<file path="config.mk">
export PLATFORM = sky130hd
export DESIGN_NAME = module_info_eeprom
export DESIGN_NICKNAME = d
export VERILOG_FILES = /design/src/eeprom_link_pkg.sv /design/src/eeprom_page_fifo.sv /design/src/module_info_eeprom.sv
export VERILOG_INCLUDE_DIRS = /design/src /design/src/src
export SDC_FILE = /design/constraint.sdc
export NUM_CORES = 2
export LEC_CHECK = 0
export ABC_AREA = 1
export BUFFER_PORTS_ARGS = -buffer_cell sky130_fd_sc_hd__buf_4
export CORE_MARGIN = 2
export CORE_UTILIZATION = 55
export DETAILED_ROUTE_END_ITERATION = 10
export PLACE_DENSITY = 0.76
export SLEW_MARGIN = 5
export SYNTH_ARGS = -nofsm -noshare
export SYNTH_HDL_FRONTEND = slang
export SYNTH_SLANG_ARGS = --single-unit
</file>
<file path="constraint.sdc">
create_clock -name sys_clk_in -period 9.7 [get_ports sys_clk_in]
set_clock_uncertainty 0.2 [all_clocks]
set_input_delay 0.97 -clock sys_clk_in [delete_from_list [all_inputs] [get_ports sys_clk_in]]
set_output_delay 0.97 -clock sys_clk_in [all_outputs]
set_load 0.01 [all_outputs]
</file>
<file path="src/eeprom_link_defs.svh">
// Constants of the module-info EEPROM two-wire slave
`ifndef EEPROM_LINK_DEFS_SVH
`define EEPROM_LINK_DEFS_SVH
`define DEVTYPE_MEM 4'ha
`define DEVTYPE_PROT 4'h6
`define BYTE_BITS 4'h8
`define ACK_DONE 4'h9
`define PROT_LOCK_BIT 0
`define PROT_RESET 8'h00
`define PAGE_BYTES 16
`define MEM_DEPTH 256
`define FIFO_WIDTH 8
`endif

</file>
<file path="src/eeprom_link_pkg.sv">
// Types shared by the module-info EEPROM two-wire slave
package eeprom_link_pkg;
  typedef struct packed {
    logic scl;
    logic sda;
  } bus_s;
  typedef struct packed {
    logic wc;
    logic [2:0] dev_addr;
  } strap_s;
  typedef enum logic [2:0] {
    ST_IDLE   = 3'b000,
    ST_DEV    = 3'b001,
    ST_WADDR  = 3'b010,
    ST_WDATA  = 3'b011,
    ST_READ   = 3'b100,
    ST_WAIT   = 3'b101,
    ST_COMMIT = 3'b110
  } link_state_e;
endpackage

</file>
<file path="src/eeprom_page_fifo.sv">
// Page buffer FIFO between the receive path and the array write
`timescale 1ns/1ps
module eeprom_page_fifo #(
  parameter int WIDTH = 8,
  parameter int DEPTH = 16
) (
  input wire logic clk_in,
  input wire logic arst_n_in,
  input wire logic in_valid_in,
  input wire logic [WIDTH-1:0] in_data_in,
  output logic in_ready_out,
  input wire logic out_ready_in,
  output logic out_valid_out,
  output logic [WIDTH-1:0] out_data_out
);
  localparam int AW = $clog2(DEPTH);

  if (DEPTH < 2 || (1 << AW) != DEPTH || WIDTH < 1) begin : g_bad_cfg
    $error("eeprom_page_fifo: DEPTH must be a power of two >= 2");
  end

  logic [WIDTH-1:0] store [DEPTH];
  logic [AW:0] wr_ptr;
  logic [AW:0] rd_ptr;
  logic full;

  assign full = (wr_ptr[AW] != rd_ptr[AW]) &&
                (wr_ptr[AW-1:0] == rd_ptr[AW-1:0]);
  assign in_ready_out = !full;
  assign out_valid_out = wr_ptr != rd_ptr;
  assign out_data_out = store[rd_ptr[AW-1:0]];

  always_ff @(posedge clk_in or negedge arst_n_in) begin
    if (!arst_n_in) begin
      wr_ptr <= '0;
    end else if (in_valid_in && !full) begin
      wr_ptr <= wr_ptr + 1'b1;
    end
  end

  always_ff @(posedge clk_in or negedge arst_n_in) begin
    if (!arst_n_in) begin
      rd_ptr <= '0;
    end else if (out_ready_in && out_valid_out) begin
      rd_ptr <= rd_ptr + 1'b1;
    end
  end

  // Storage carries no reset; only entries behind wr_ptr are ever read
  always_ff @(posedge clk_in) begin
    if (in_valid_in && !full) begin
      store[wr_ptr[AW-1:0]] <= in_data_in;
    end
  end
endmodule // eeprom_page_fifo

</file>
<file path="src/module_info_eeprom.sv">
// Two-wire slave of the module-info EEPROM with array and page buffer
`timescale 1ns/1ps
`include "eeprom_link_defs.svh"
module module_info_eeprom #(
  parameter int MEM_BYTES = `MEM_DEPTH,
  parameter int PAGE = `PAGE_BYTES
) (
  input wire logic sys_clk_in,
  input wire logic arst_n_in,
  input wire logic scl_in,
  input wire logic sda_in,
  input wire logic dev_addr_pin_0_in,
  input wire logic dev_addr_pin_1_in,
  input wire logic dev_addr_pin_2_in,
  input wire logic write_control_pin_in,
  output logic sda_out,
  output logic sda_oe_out,
  output logic standby_out,
  output logic busy_out
);
  localparam int AW = $clog2(MEM_BYTES);

  if (MEM_BYTES < 2 || MEM_BYTES > `MEM_DEPTH ||
      (1 << AW) != MEM_BYTES || PAGE < 2) begin : g_bad_cfg
    $error("module_info_eeprom: unsupported MEM_BYTES or PAGE");
  end

  ////////////////////////////////////////////////////////////////////////
  // Pin synchronisers

  eeprom_link_pkg::bus_s bus_meta;
  eeprom_link_pkg::bus_s bus_sync;
  eeprom_link_pkg::bus_s bus_prev;
  eeprom_link_pkg::strap_s strap_meta;
  eeprom_link_pkg::strap_s strap_sync;

  always_ff @(posedge sys_clk_in or negedge arst_n_in) begin
    if (!arst_n_in) begin
      bus_meta <= '1;
      bus_sync <= '1;
      bus_prev <= '1;
    end else begin
      bus_meta <= '{scl: scl_in, sda: sda_in};
      bus_sync <= bus_meta;
      bus_prev <= bus_sync;
    end
  end

  always_ff @(posedge sys_clk_in or negedge arst_n_in) begin
    if (!arst_n_in) begin
      strap_meta <= '0;
      strap_sync <= '0;
    end else begin
      strap_meta <= '{wc: write_control_pin_in,
                      dev_addr: {dev_addr_pin_2_in, dev_addr_pin_1_in,
                                 dev_addr_pin_0_in}};
      strap_sync <= strap_meta;
    end
  end

  ////////////////////////////////////////////////////////////////////////
  // Bus events

  logic scl_s;
  logic sda_s;
  logic rise;
  logic fall;
  logic start_det;
  logic stop_det;

  assign scl_s = bus_sync.scl;
  assign sda_s = bus_sync.sda;
  assign rise = scl_s && !bus_prev.scl;
  assign fall = !scl_s && bus_prev.scl;
  // Data edges only count while SCL stayed high across both samples
  assign start_det = scl_s && bus_prev.scl && bus_prev.sda && !sda_s;
  assign stop_det = scl_s && bus_prev.scl && !bus_prev.sda && sda_s;

  function automatic logic at_slot(input logic edge_hit,
                                   input logic [3:0] count,
                                   input logic [3:0] slot);
    return edge_hit && (count == slot);
  endfunction

  ////////////////////////////////////////////////////////////////////////
  // State and byte framing

  eeprom_link_pkg::link_state_e state;
  logic [3:0] cnt;
  logic [7:0] sh;
  logic rw;
  logic is_prot;
  logic nack;
  logic [AW-1:0] ptr;
  logic [AW-1:0] wptr;
  logic [7:0] prot_reg;
  logic [7:0] mem [MEM_BYTES];
  logic dev_match;
  logic [7:0] rd_byte;
  logic push;
  logic fifo_ready;
  logic fifo_valid;
  logic pop;
  logic [7:0] fifo_data;
  logic in_write;

  // Select byte: type in [7:4], chip enables in [3:1], read flag in [0]
  assign dev_match = (sh[3:1] == strap_sync.dev_addr) &&
                     (sh[7:4] == `DEVTYPE_MEM ||
                      sh[7:4] == `DEVTYPE_PROT);
  assign rd_byte = is_prot ? prot_reg : mem[ptr];
  assign in_write = (state == eeprom_link_pkg::ST_WADDR) ||
                    (state == eeprom_link_pkg::ST_WDATA);
  // Bytes beyond a full page are acknowledged but dropped
  assign push = at_slot(fall, cnt, `ACK_DONE) && !strap_sync.wc &&
                (state == eeprom_link_pkg::ST_WDATA) && fifo_ready;
  assign pop = (state == eeprom_link_pkg::ST_COMMIT) && fifo_valid;

  always_ff @(posedge sys_clk_in or negedge arst_n_in) begin
    if (!arst_n_in) begin
      state <= eeprom_link_pkg::ST_IDLE;
    end else if (state == eeprom_link_pkg::ST_COMMIT) begin
      // Busy writing: the bus is not answered until the buffer drains
      if (!fifo_valid) begin
        state <= eeprom_link_pkg::ST_IDLE;
      end
    end else if (start_det) begin
      state <= eeprom_link_pkg::ST_DEV;
    end else if (stop_det) begin
      state <= (state == eeprom_link_pkg::ST_WDATA && fifo_valid) ?
               eeprom_link_pkg::ST_COMMIT : eeprom_link_pkg::ST_IDLE;
    end else if (fall) begin
      case (state)
        eeprom_link_pkg::ST_DEV: begin
          if (cnt == `BYTE_BITS && !dev_match) begin
            state <= eeprom_link_pkg::ST_IDLE;
          end else if (cnt == `ACK_DONE) begin
            state <= rw ? eeprom_link_pkg::ST_READ :
                     eeprom_link_pkg::ST_WADDR;
          end
        end
        eeprom_link_pkg::ST_WADDR: begin
          if (cnt == `ACK_DONE) begin
            state <= eeprom_link_pkg::ST_WDATA;
          end
        end
        eeprom_link_pkg::ST_READ: begin
          if (cnt == `ACK_DONE && nack) begin
            state <= eeprom_link_pkg::ST_WAIT;
          end
        end
        default: begin
        end
      endcase
    end
  end

  always_ff @(posedge sys_clk_in or negedge arst_n_in) begin
    if (!arst_n_in) begin
      cnt <= '0;
    end else if (start_det) begin
      cnt <= '0;
    end else if (rise && cnt != `ACK_DONE) begin
      cnt <= cnt + 4'h1;
    end else if (at_slot(fall, cnt, `ACK_DONE)) begin
      cnt <= '0;
    end
  end

  always_ff @(posedge sys_clk_in or negedge arst_n_in) begin
    if (!arst_n_in) begin
      rw <= 1'b0;
      is_prot <= 1'b0;
    end else if (state == eeprom_link_pkg::ST_DEV &&
                 at_slot(fall, cnt, `BYTE_BITS)) begin
      rw <= sh[0];
      is_prot <= sh[7:4] == `DEVTYPE_PROT;
    end
  end

  always_ff @(posedge sys_clk_in or negedge arst_n_in) begin
    if (!arst_n_in) begin
      nack <= 1'b0;
    end else if (state == eeprom_link_pkg::ST_READ &&
                 at_slot(rise, cnt, `BYTE_BITS)) begin
      nack <= sda_s;
    end
  end

  // Receive shifts in MSB first; transmit shifts the next bit up to [7]
  always_ff @(posedge sys_clk_in or negedge arst_n_in) begin
    if (!arst_n_in) begin
      sh <= '0;
    end else if (rise && cnt < `BYTE_BITS) begin
      if (state == eeprom_link_pkg::ST_READ) begin
        sh <= {sh[6:0], 1'b0};
      end else begin
        sh <= {sh[6:0], sda_s};
      end
    end else if (at_slot(fall, cnt, `ACK_DONE) &&
                 ((state == eeprom_link_pkg::ST_DEV && rw) ||
                  (state == eeprom_link_pkg::ST_READ && !nack))) begin
      sh <= rd_byte;
    end
  end

  ////////////////////////////////////////////////////////////////////////
  // Data line drive; drive is taken up only on SCL falls, start, stop and commit release it

  always_ff @(posedge sys_clk_in or negedge arst_n_in) begin
    if (!arst_n_in) begin
      sda_oe_out <= 1'b0;
    end else if (start_det || stop_det ||
                 state == eeprom_link_pkg::ST_COMMIT) begin
      sda_oe_out <= 1'b0;
    end else if (fall) begin
      case (state)
        eeprom_link_pkg::ST_DEV: begin
          if (cnt == `BYTE_BITS) begin
            sda_oe_out <= dev_match;
          end else if (cnt == `ACK_DONE) begin
            sda_oe_out <= rw && !rd_byte[7];
          end
        end
        eeprom_link_pkg::ST_WADDR, eeprom_link_pkg::ST_WDATA: begin
          if (cnt == `BYTE_BITS) begin
            sda_oe_out <= 1'b1;
          end else if (cnt == `ACK_DONE) begin
            sda_oe_out <= 1'b0;
          end
        end
        eeprom_link_pkg::ST_READ: begin
          if (cnt < `BYTE_BITS) begin
            sda_oe_out <= !sh[7];
          end else if (cnt == `BYTE_BITS) begin
            sda_oe_out <= 1'b0;
          end else begin
            sda_oe_out <= !nack && !rd_byte[7];
          end
        end
        default: begin
          sda_oe_out <= 1'b0;
        end
      endcase
    end
  end

  ////////////////////////////////////////////////////////////////////////
  // Address pointers and array

  always_ff @(posedge sys_clk_in or negedge arst_n_in) begin
    if (!arst_n_in) begin
      ptr <= '0;
    end else if (state == eeprom_link_pkg::ST_WADDR && !is_prot &&
                 at_slot(fall, cnt, `ACK_DONE)) begin
      ptr <= sh[AW-1:0];
    end else if (state == eeprom_link_pkg::ST_READ && !is_prot &&
                 at_slot(fall, cnt, `BYTE_BITS)) begin
      ptr <= ptr + 1'b1;
    end else if (push && !is_prot) begin
      ptr <= ptr + 1'b1;
    end
  end

  always_ff @(posedge sys_clk_in or negedge arst_n_in) begin
    if (!arst_n_in) begin
      wptr <= '0;
    end else if (state == eeprom_link_pkg::ST_WADDR &&
                 at_slot(fall, cnt, `ACK_DONE)) begin
      wptr <= sh[AW-1:0];
    end else if (pop) begin
      wptr <= wptr + 1'b1;
    end
  end

  // Lock bit in the protection register freezes the whole array
  always_ff @(posedge sys_clk_in) begin
    if (pop && !is_prot && !prot_reg[`PROT_LOCK_BIT]) begin
      mem[wptr] <= fifo_data;
    end
  end

  always_ff @(posedge sys_clk_in or negedge arst_n_in) begin
    if (!arst_n_in) begin
      prot_reg <= `PROT_RESET;
    end else if (pop && is_prot) begin
      prot_reg <= fifo_data;
    end
  end

  // Whole page is held until stop; bytes of a write cut by a repeated start stay queued
  eeprom_page_fifo #(
    .WIDTH(`FIFO_WIDTH),
    .DEPTH(PAGE)
  ) u_page_fifo (
    .clk_in(sys_clk_in),
    .arst_n_in(arst_n_in),
    .in_valid_in(push),
    .in_data_in(sh),
    .in_ready_out(fifo_ready),
    .out_ready_in(pop),
    .out_valid_out(fifo_valid),
    .out_data_out(fifo_data)
  );

  ////////////////////////////////////////////////////////////////////////
  // Status outputs

  always_ff @(posedge sys_clk_in or negedge arst_n_in) begin
    if (!arst_n_in) begin
      standby_out <= 1'b1;
      busy_out <= 1'b0;
      sda_out <= 1'b0;
    end else begin
      standby_out <= state == eeprom_link_pkg::ST_IDLE;
      busy_out <= state == eeprom_link_pkg::ST_COMMIT;
      sda_out <= 1'b0;
    end
  end
endmodule // module_info_eeprom

</file>
After elaboration in Yosys (flattened, before gate mapping)
Memories as Yosys holds them, arrays and structs flattened.
Index checks and enable logic that the tools add are counted.
{"block": "totals", "register_bits": 69, "mem_bits_rw": 2176, "in_bits": 8, "out_inout_bits": 4, "elab_cells": 155, "n_memories": 2}
{"name": "mem", "words": 256, "width": 8, "rd": 1, "rd_ports_with_merged_regs": 0, "write_ports": 1, "line_no": "module_info_eeprom.sv:97", "rtl": "logic [7:0] mem [MEM_BYTES];"}
{"name": "u_page_fifo.store", "words": 16, "width": 8, "rd": 1, "rd_ports_with_merged_regs": 0, "write_ports": 1, "line_no": "eeprom_page_fifo.sv:22", "rtl": "logic [WIDTH-1:0] store [DEPTH];"}
{"block": "op_classes", "n_addsub": 5, "magnitude_cmp": 1, "n_eq_ne": 20, "mux": 37, "reduce_logical": 66}
{"operator": "$mux W8", "n": 8}
{"operator": "$logic_and A1 B1 Y1", "n": 39}
{"operator": "$mux W3", "n": 11}
{"operator": "$add A8 B1 Y8 const B", "n": 2}
{"operator": "$mux W1", "n": 13}
{"operator": "$eq A4 B4 Y1 const B", "n": 3}
{"operator": "$logic_not A1 Y1", "n": 12}
{"operator": "$mux W4", "n": 3}
{"operator": "$add A5 B1 Y5 const B", "n": 2}
{"operator": "$pmux W3 S3", "n": 1}
{"operator": "$ne A4 B4 Y1 const B", "n": 2}
{"operator": "$eq A3 B2 Y1 const B", "n": 2}
{"operator": "$eq A3 B3 Y1 const B", "n": 2}
{"operator": "$ne A6 B5 Y1 const B", "n": 1}
{"operator": "$reduce_and A6 Y1", "n": 1}
{"operator": "$reduce_bool A2 Y1", "n": 3}
{"operator": "$reduce_bool A3 Y1", "n": 2}
{"operator": "$reduce_bool A6 Y1", "n": 1}
{"operator": "$ne A5 B4 Y1 const B", "n": 1}
{"operator": "$ne A5 B5 Y1", "n": 1}
{"operator": "$ne A5 B5 Y1 const B", "n": 1}
{"operator": "$add A4 B1 Y4 const B", "n": 1}
{"operator": "$eq A4 B3 Y1 const B", "n": 1}
{"operator": "$eq A4 B4 Y1", "n": 1}
{"operator": "12 further kinds", "n": 15}

Depth between registers and ports, before layout
{"block": "logic_depth", "word_depth": 11, "mapped_depth": 22, "mapped_depth_nobuf": 20}

By module
From an unflattened synthesis, not the netlist that was laid out.
{"block": "hier_totals", "hier_cells": 7183, "hier_area_um2": 91051.1}
{"mod": "module_info_eeprom", "instances": 1, "cells_each": 6626, "area_per_inst_um2": 85114.1, "seq_area_each_um2": 62984.2}
{"mod": "eeprom_page_fifo", "instances": 1, "cells_each": 557, "area_per_inst_um2": 5936.9, "seq_area_each_um2": 4093.9}

Least setup slack after synthesis
No wires, ideal clock.
{"block": "synth_path", "path_kind": "reg2reg", "from": "register u_page_fifo.rd_ptr[0]", "to": "register prot_reg[6]", "setup_time_ps": 167, "arrival_time_ps": 6136, "required_time_ps": 9333, "path_slack_ps": 3197, "stages_incl_launch_ff": 8, "n_path_buf": 2, "period_less_slack_ps": 6503, "cell_sequence": "dfrtp_1 clkbuf_1 clkbuf_1 mux2i_1 o221ai_1 o211ai_1 nand3_1 mux2_2"}
{"block": "synth_between", "word_cells_on_any_way": 4, "cone_classes": "eq/ne (1); reduce/logical (2); memory (1)"}
{"item": "start, declared", "line_no": "eeprom_page_fifo.sv:24", "rtl": "logic [AW:0] rd_ptr;"}
{"item": "start signal, assigned", "line_no": "eeprom_page_fifo.sv:45", "rtl": "rd_ptr <= rd_ptr + 1'b1;"}
{"item": "$mem_v2 Z16 W8"}
{"item": "net fifo_data[6]", "line_no": "module_info_eeprom.sv:104", "rtl": "logic [7:0] fifo_data;"}
{"item": "end signal, assigned", "line_no": "module_info_eeprom.sv:285", "rtl": "prot_reg <= `PROT_RESET;"}
{"item": "end signal, assigned", "line_no": "module_info_eeprom.sv:287", "rtl": "prot_reg <= fifo_data;"}
{"item": "end, declared", "line_no": "module_info_eeprom.sv:96", "rtl": "logic [7:0] prot_reg;"}
The timed path passes the listed nets, and every way through them passes these cells.
A chain may end at the register's enable or synchronous reset.

Worst setup path after layout
{"block": "layout_path", "from": "register ptr[0]", "to": "register sda_oe_out"}
{"block": "layout_between", "elab_chain_cells": 9, "word_cells_on_any_way": 12, "cone_classes": "mux (8); reduce/logical (3); memory (1)"}
{"item": "start, declared", "line_no": "module_info_eeprom.sv:94", "rtl": "logic [AW-1:0] ptr;"}
{"item": "start signal, assigned", "line_no": "module_info_eeprom.sv:256", "rtl": "ptr <= sh[AW-1:0];"}
{"item": "start signal, assigned", "line_no": "module_info_eeprom.sv:259", "rtl": "ptr <= ptr + 1'b1;"}
{"item": "start signal, assigned", "line_no": "module_info_eeprom.sv:261", "rtl": "ptr <= ptr + 1'b1;"}
{"item": "$mem_v2 Z256 W8 *"}
{"item": "$mux W8 *", "line_no": "module_info_eeprom.sv:111", "rtl": "assign rd_byte = is_prot ? prot_reg : mem[ptr];"}
{"item": "$logic_not A1 Y1 *", "line_no": "module_info_eeprom.sv:222, module_info_eeprom.sv:238"}
{"item": "$logic_and A1 B1 Y1, on equally long branches", "line_no": "module_info_eeprom.sv:238, module_info_eeprom.sv:222"}
{"item": "$mux W1, on equally long branches", "line_no": "module_info_eeprom.sv:235, module_info_eeprom.sv:221"}
{"item": "$mux W1, on equally long branches", "line_no": "module_info_eeprom.sv:233, module_info_eeprom.sv:219"}
{"item": "$pmux W1 S3 *", "line_no": "module_info_eeprom.sv:217", "rtl": "case (state)"}
{"item": "$mux W1 *", "line_no": "module_info_eeprom.sv:216", "rtl": "end else if (fall) begin"}
{"item": "$mux W1 *", "line_no": "module_info_eeprom.sv:213", "rtl": "end else if (start_det || stop_det ||"}
{"item": "end signal, assigned", "line_no": "module_info_eeprom.sv:220", "rtl": "sda_oe_out <= dev_match;"}
{"item": "end signal, assigned", "line_no": "module_info_eeprom.sv:222", "rtl": "sda_oe_out <= rw && !rd_byte[7];"}
{"item": "end signal, assigned", "line_no": "module_info_eeprom.sv:234", "rtl": "sda_oe_out <= !sh[7];"}
{"item": "end, declared", "line_no": "module_info_eeprom.sv:17", "rtl": "output logic sda_oe_out,"}
Every way passes the cells marked *; elsewhere a longest branch is shown, timed or not. The select of a mux whose other input is x is not followed.

==> impl_metrics.tcl <==
set metrics [dict create \
    insertion_delay_ps 830 \
    seq_area_frac_synth_pct 74.25 \
    post_cts_buffers 0 \
    path_delay_family "simple AND/OR/NAND/NOR gates" \
    firstDrtPassIters 10 \
    drt.antenna.violating_nets 0 \
    async_reset_ff_share_pct 3.073 \
    timing.fmax_mhz 193.7 \
    cts-root-buf "clkbuf_16" \
    synth_top_area_share_pct 72.33 \
    vias 58458 \
    whs_ps 42.32 \
    path_class "register to register" \
    fill_cells 11979 \
    p_leak_nw 31.58 \
    portBuffers 10 \
    wirelength_um 234100 \
    cts_tree "built" \
    area_delta_synth_final_pct 8.901 \
    yosys.area.top_type "edfxtp_1" \
    io_pins 12 \
    hold_violations 0 \
    track_usage_pct 27.39 \
    rows 148 \
    synth_cells 6983 \
    synthTopCellsByArea "edfxtp_1 72%, nor2_1 6.0%, o21ai_0 5.6%, o221ai_1 2.7%, nand3_1 2.0%" \
    fin_crit_ps 5164 \
    ys_ff_latch 2245 \
    cp.arrival_ps 5690 \
    clock_sinks 2245 \
    cp.depth 19 \
    grt_pass1_vias 55796 \
    rsz0062_at_grt "no" \
    cap_viol_max_count 0 \
    power_density_nw_per_um2 228.3 \
    drv_slew 0 \
    outcome "complete, no violations" \
    yosys.cell_types.count 44 \
    synth_edf_count 2176 \
    layout_worst_path_cycle_share_pct 53.24 \
    tightest_slew_ps 1438 \
    relSlewSlack_pct 4.107 \
    setup_viol 0 \
    place_congestion 0.9185 \
    path_cells "buf_4 > buf_4 > nor2_1 > nor2_1 > o21ai_0 > nand3_1 > nand3_1 > nand3_1 > nand3_1 > nand2_1 > nand3_1 > nand2_1 > nand2_1 > nand3_1 > nand2_1 > nand2_1 > nand3_1 > nand2_1 > inv_1" \
    setup-tns-final_ps 0 \
    wire_per_inst_um 25.64 \
    largest_reg_flops 2048 \
    vias_per_cell 6.402 \
    start_util_pct 55.44 \
    synth_ff_type "edfxtp_1" \
    die_w_um 409.3 \
    cts-buffers-inserted 213 \
    drive_above_1_share_pct 6.244 \
    crit_top_cell "nand3_1" \
    clk_path_buf_depth 3 \
    dieArea_um2 167500 \
    ys_warn_count 0 \
    cp_slowest_cell "dfrtp_4" \
    whs_path_depth 1 \
    drt_iter0_markers 8722 \
    worstSetupStartpointType "register" \
    cp.buffers_inverters 3 \
    syn_area_um2 90350 \
    final_nets 6796 \
    die_h_um 409.3 \
    ctsHtreeMaxLevel 4 \
    route.detailed.drc 0 \
    vdd_drop_max_mv 0.2054 \
    hpwl_um 127800 \
    min_path_type "primary input to register" \
    syn_area_per_cell_um2 12.94 \
    endpoint_kind "register" \
    grt_first_pass_wirelength_um 347600 \
    path_clk_slew_ps 60 \
    critPathMaxFanout 99 \
    grt-ovfl-total 0 \
    core_area_um2 163000 \
    reg2regPathDepth 19 \
    grt_max_degree 226 \
    antenna_found_initial 8 \
    max_stage_delay_ps 1010 \
    syn_nets 7004 \
    regMostFlops "mem" \
    worst_ep_required_time_ps 10230 \
]
[repair_timing]
action / in CTS / in global routing
hold buffers: 1 / 0
hold endpoints to repair: 1 / 0
resized for setup: 0 / 0
[kinds of logic (layout without fill, tap and decap cells)]
kind of cell | count (synthesis) | in the layout | synth area share, %
AOI/OAI and AO/OA | 1744 | 1744 | 11.75
xor gates and xnor gates | 23 | 23 | 0.2230
adders and majority gates | 13 | 13 | 0.1800
buffers and inverters | 671 | 639 | 3.405
DFF | 2245 | 2245 | 74.25
muxes | 17 | 17 | 0.1925
other | 1 | 6 | 0.004151
and+or+nand+nor | 2269 | 2269 | 9.996
[per-layer routing]
| metal | vias up | GRT usage [%] | wire length, µm |
|---|---|---|---|
| li1 | 25505 | - | - |
| met1 | 28473 | 37.27 | 87110 |
| met2 | 3850 | 41.94 | 107300 |
| met3 | 620 | 6.996 | 28730 |
| met4 | 10 | 12.15 | 10870 |
| met5 | - | 0 | 59 |
[cell type report]
class | instances | area, µm² | area share (%)
timing repair buffer | 83 | 713.2 | 0.7249
clock inverter | 130 | 1232 | 1.253
tap | 2175 | 2721 | 2.766
clock buffer | 261 | 5638 | 5.730
multi-input combinational | 4067 | 20330 | 20.66
sequential | 2245 | 67100 | 68.20
inverter | 165 | 641.9 | 0.6524
antenna | 5 | 12.51 | 0.01272
[stage by stage]
step | cells | power, W | setup WS, ps | utilization (%) | area, µm²
floorplan | 6983 | 0.01343 | 3197 | - | 90350
global placement | 8734 | 0.01422 | 4702 | 56.15 | 91490
detailed placement | 8734 | 0.01433 | 4778 | 56.15 | 91490
CTS | 9126 | 0.02240 | 4736 | 60.37 | 98370
global route | 9126 | 0.02314 | 4314 | 60.37 | 98370
finish | 9131 | 0.02247 | 4536 | 60.38 | 98390
[final timing paths]
| kind | from | endpoint | slack [ps] |
|---|---|---|---|
| max in group asynchronous | arst_n_in | ptr[3] | 8420 |
| setup / recovery | ptr[0] | sda_oe_out | 4540 |
| hold reg to reg | strap_meta[2] | strap_sync[2] | 150 |
| min in group asynchronous | arst_n_in | strap_meta[3] | 90 |
| hold / removal | write_control_pin_in | strap_meta[3] | 40 |
| setup reg to reg | ptr[0] | sda_oe_out | 4540 |
[synthesized netlist by cell type, drive strengths merged (62+ instances only)]
cell type,count
o211ai,208
o22ai,158
nand2,439
clkbuf,286
buf,220
o221ai,280
dfrtp,62
inv,161
edfxtp,2176
nand3,361
nor2,1445
o21ai,1015
[placed cells by master (no fill, tap or decap), types with 4 or more instances in the layout]
cell type | Yosys | final
inv_1 | 156 | 154
dfrtp_4 | 0 | 4
mux2i_1 | 14 | 14
nand2_1 | 439 | 424
diode_2 | 0 | 5
clkinvlp_4 | 0 | 9
o221ai_1 | 280 | 280
xor2_1 | 18 | 18
nor3_1 | 9 | 9
nand2_2 | 0 | 15
o22ai_1 | 158 | 158
nor2_1 | 1443 | 1442
xnor2_1 | 5 | 5
clkinv_1 | 4 | 59
clkinv_2 | 0 | 35
a21oi_1 | 53 | 53
o21ai_0 | 1005 | 1005
o32ai_1 | 21 | 21
buf_4 | 32 | 75
dfstp_2 | 7 | 7
dfrtp_1 | 62 | 55
nand3_4 | 0 | 8
nand3_1 | 361 | 353
ha_1 | 13 | 13
edfxtp_1 | 2176 | 2176
o211ai_2 | 4 | 4
clkbuf_1 | 286 | 42
nand4_1 | 7 | 7
buf_12 | 2 | 7
o211ai_1 | 204 | 204
clkbuf_16 | 0 | 219
o21ai_1 | 10 | 10
bufinv_16 | 0 | 21
[where the power goes]
group / internal, W / switching (W) / total (W)
registers: 0.0107 / 0.000173 / 0.0109
logic: 0.000817 / 0.00257 / 0.00338
clock network: 0.00467 / 0.00355 / 0.00822
total: 0.0162 / 0.00628 / 0.0225
No activity file was read; power rests on OpenSTA's default activity.
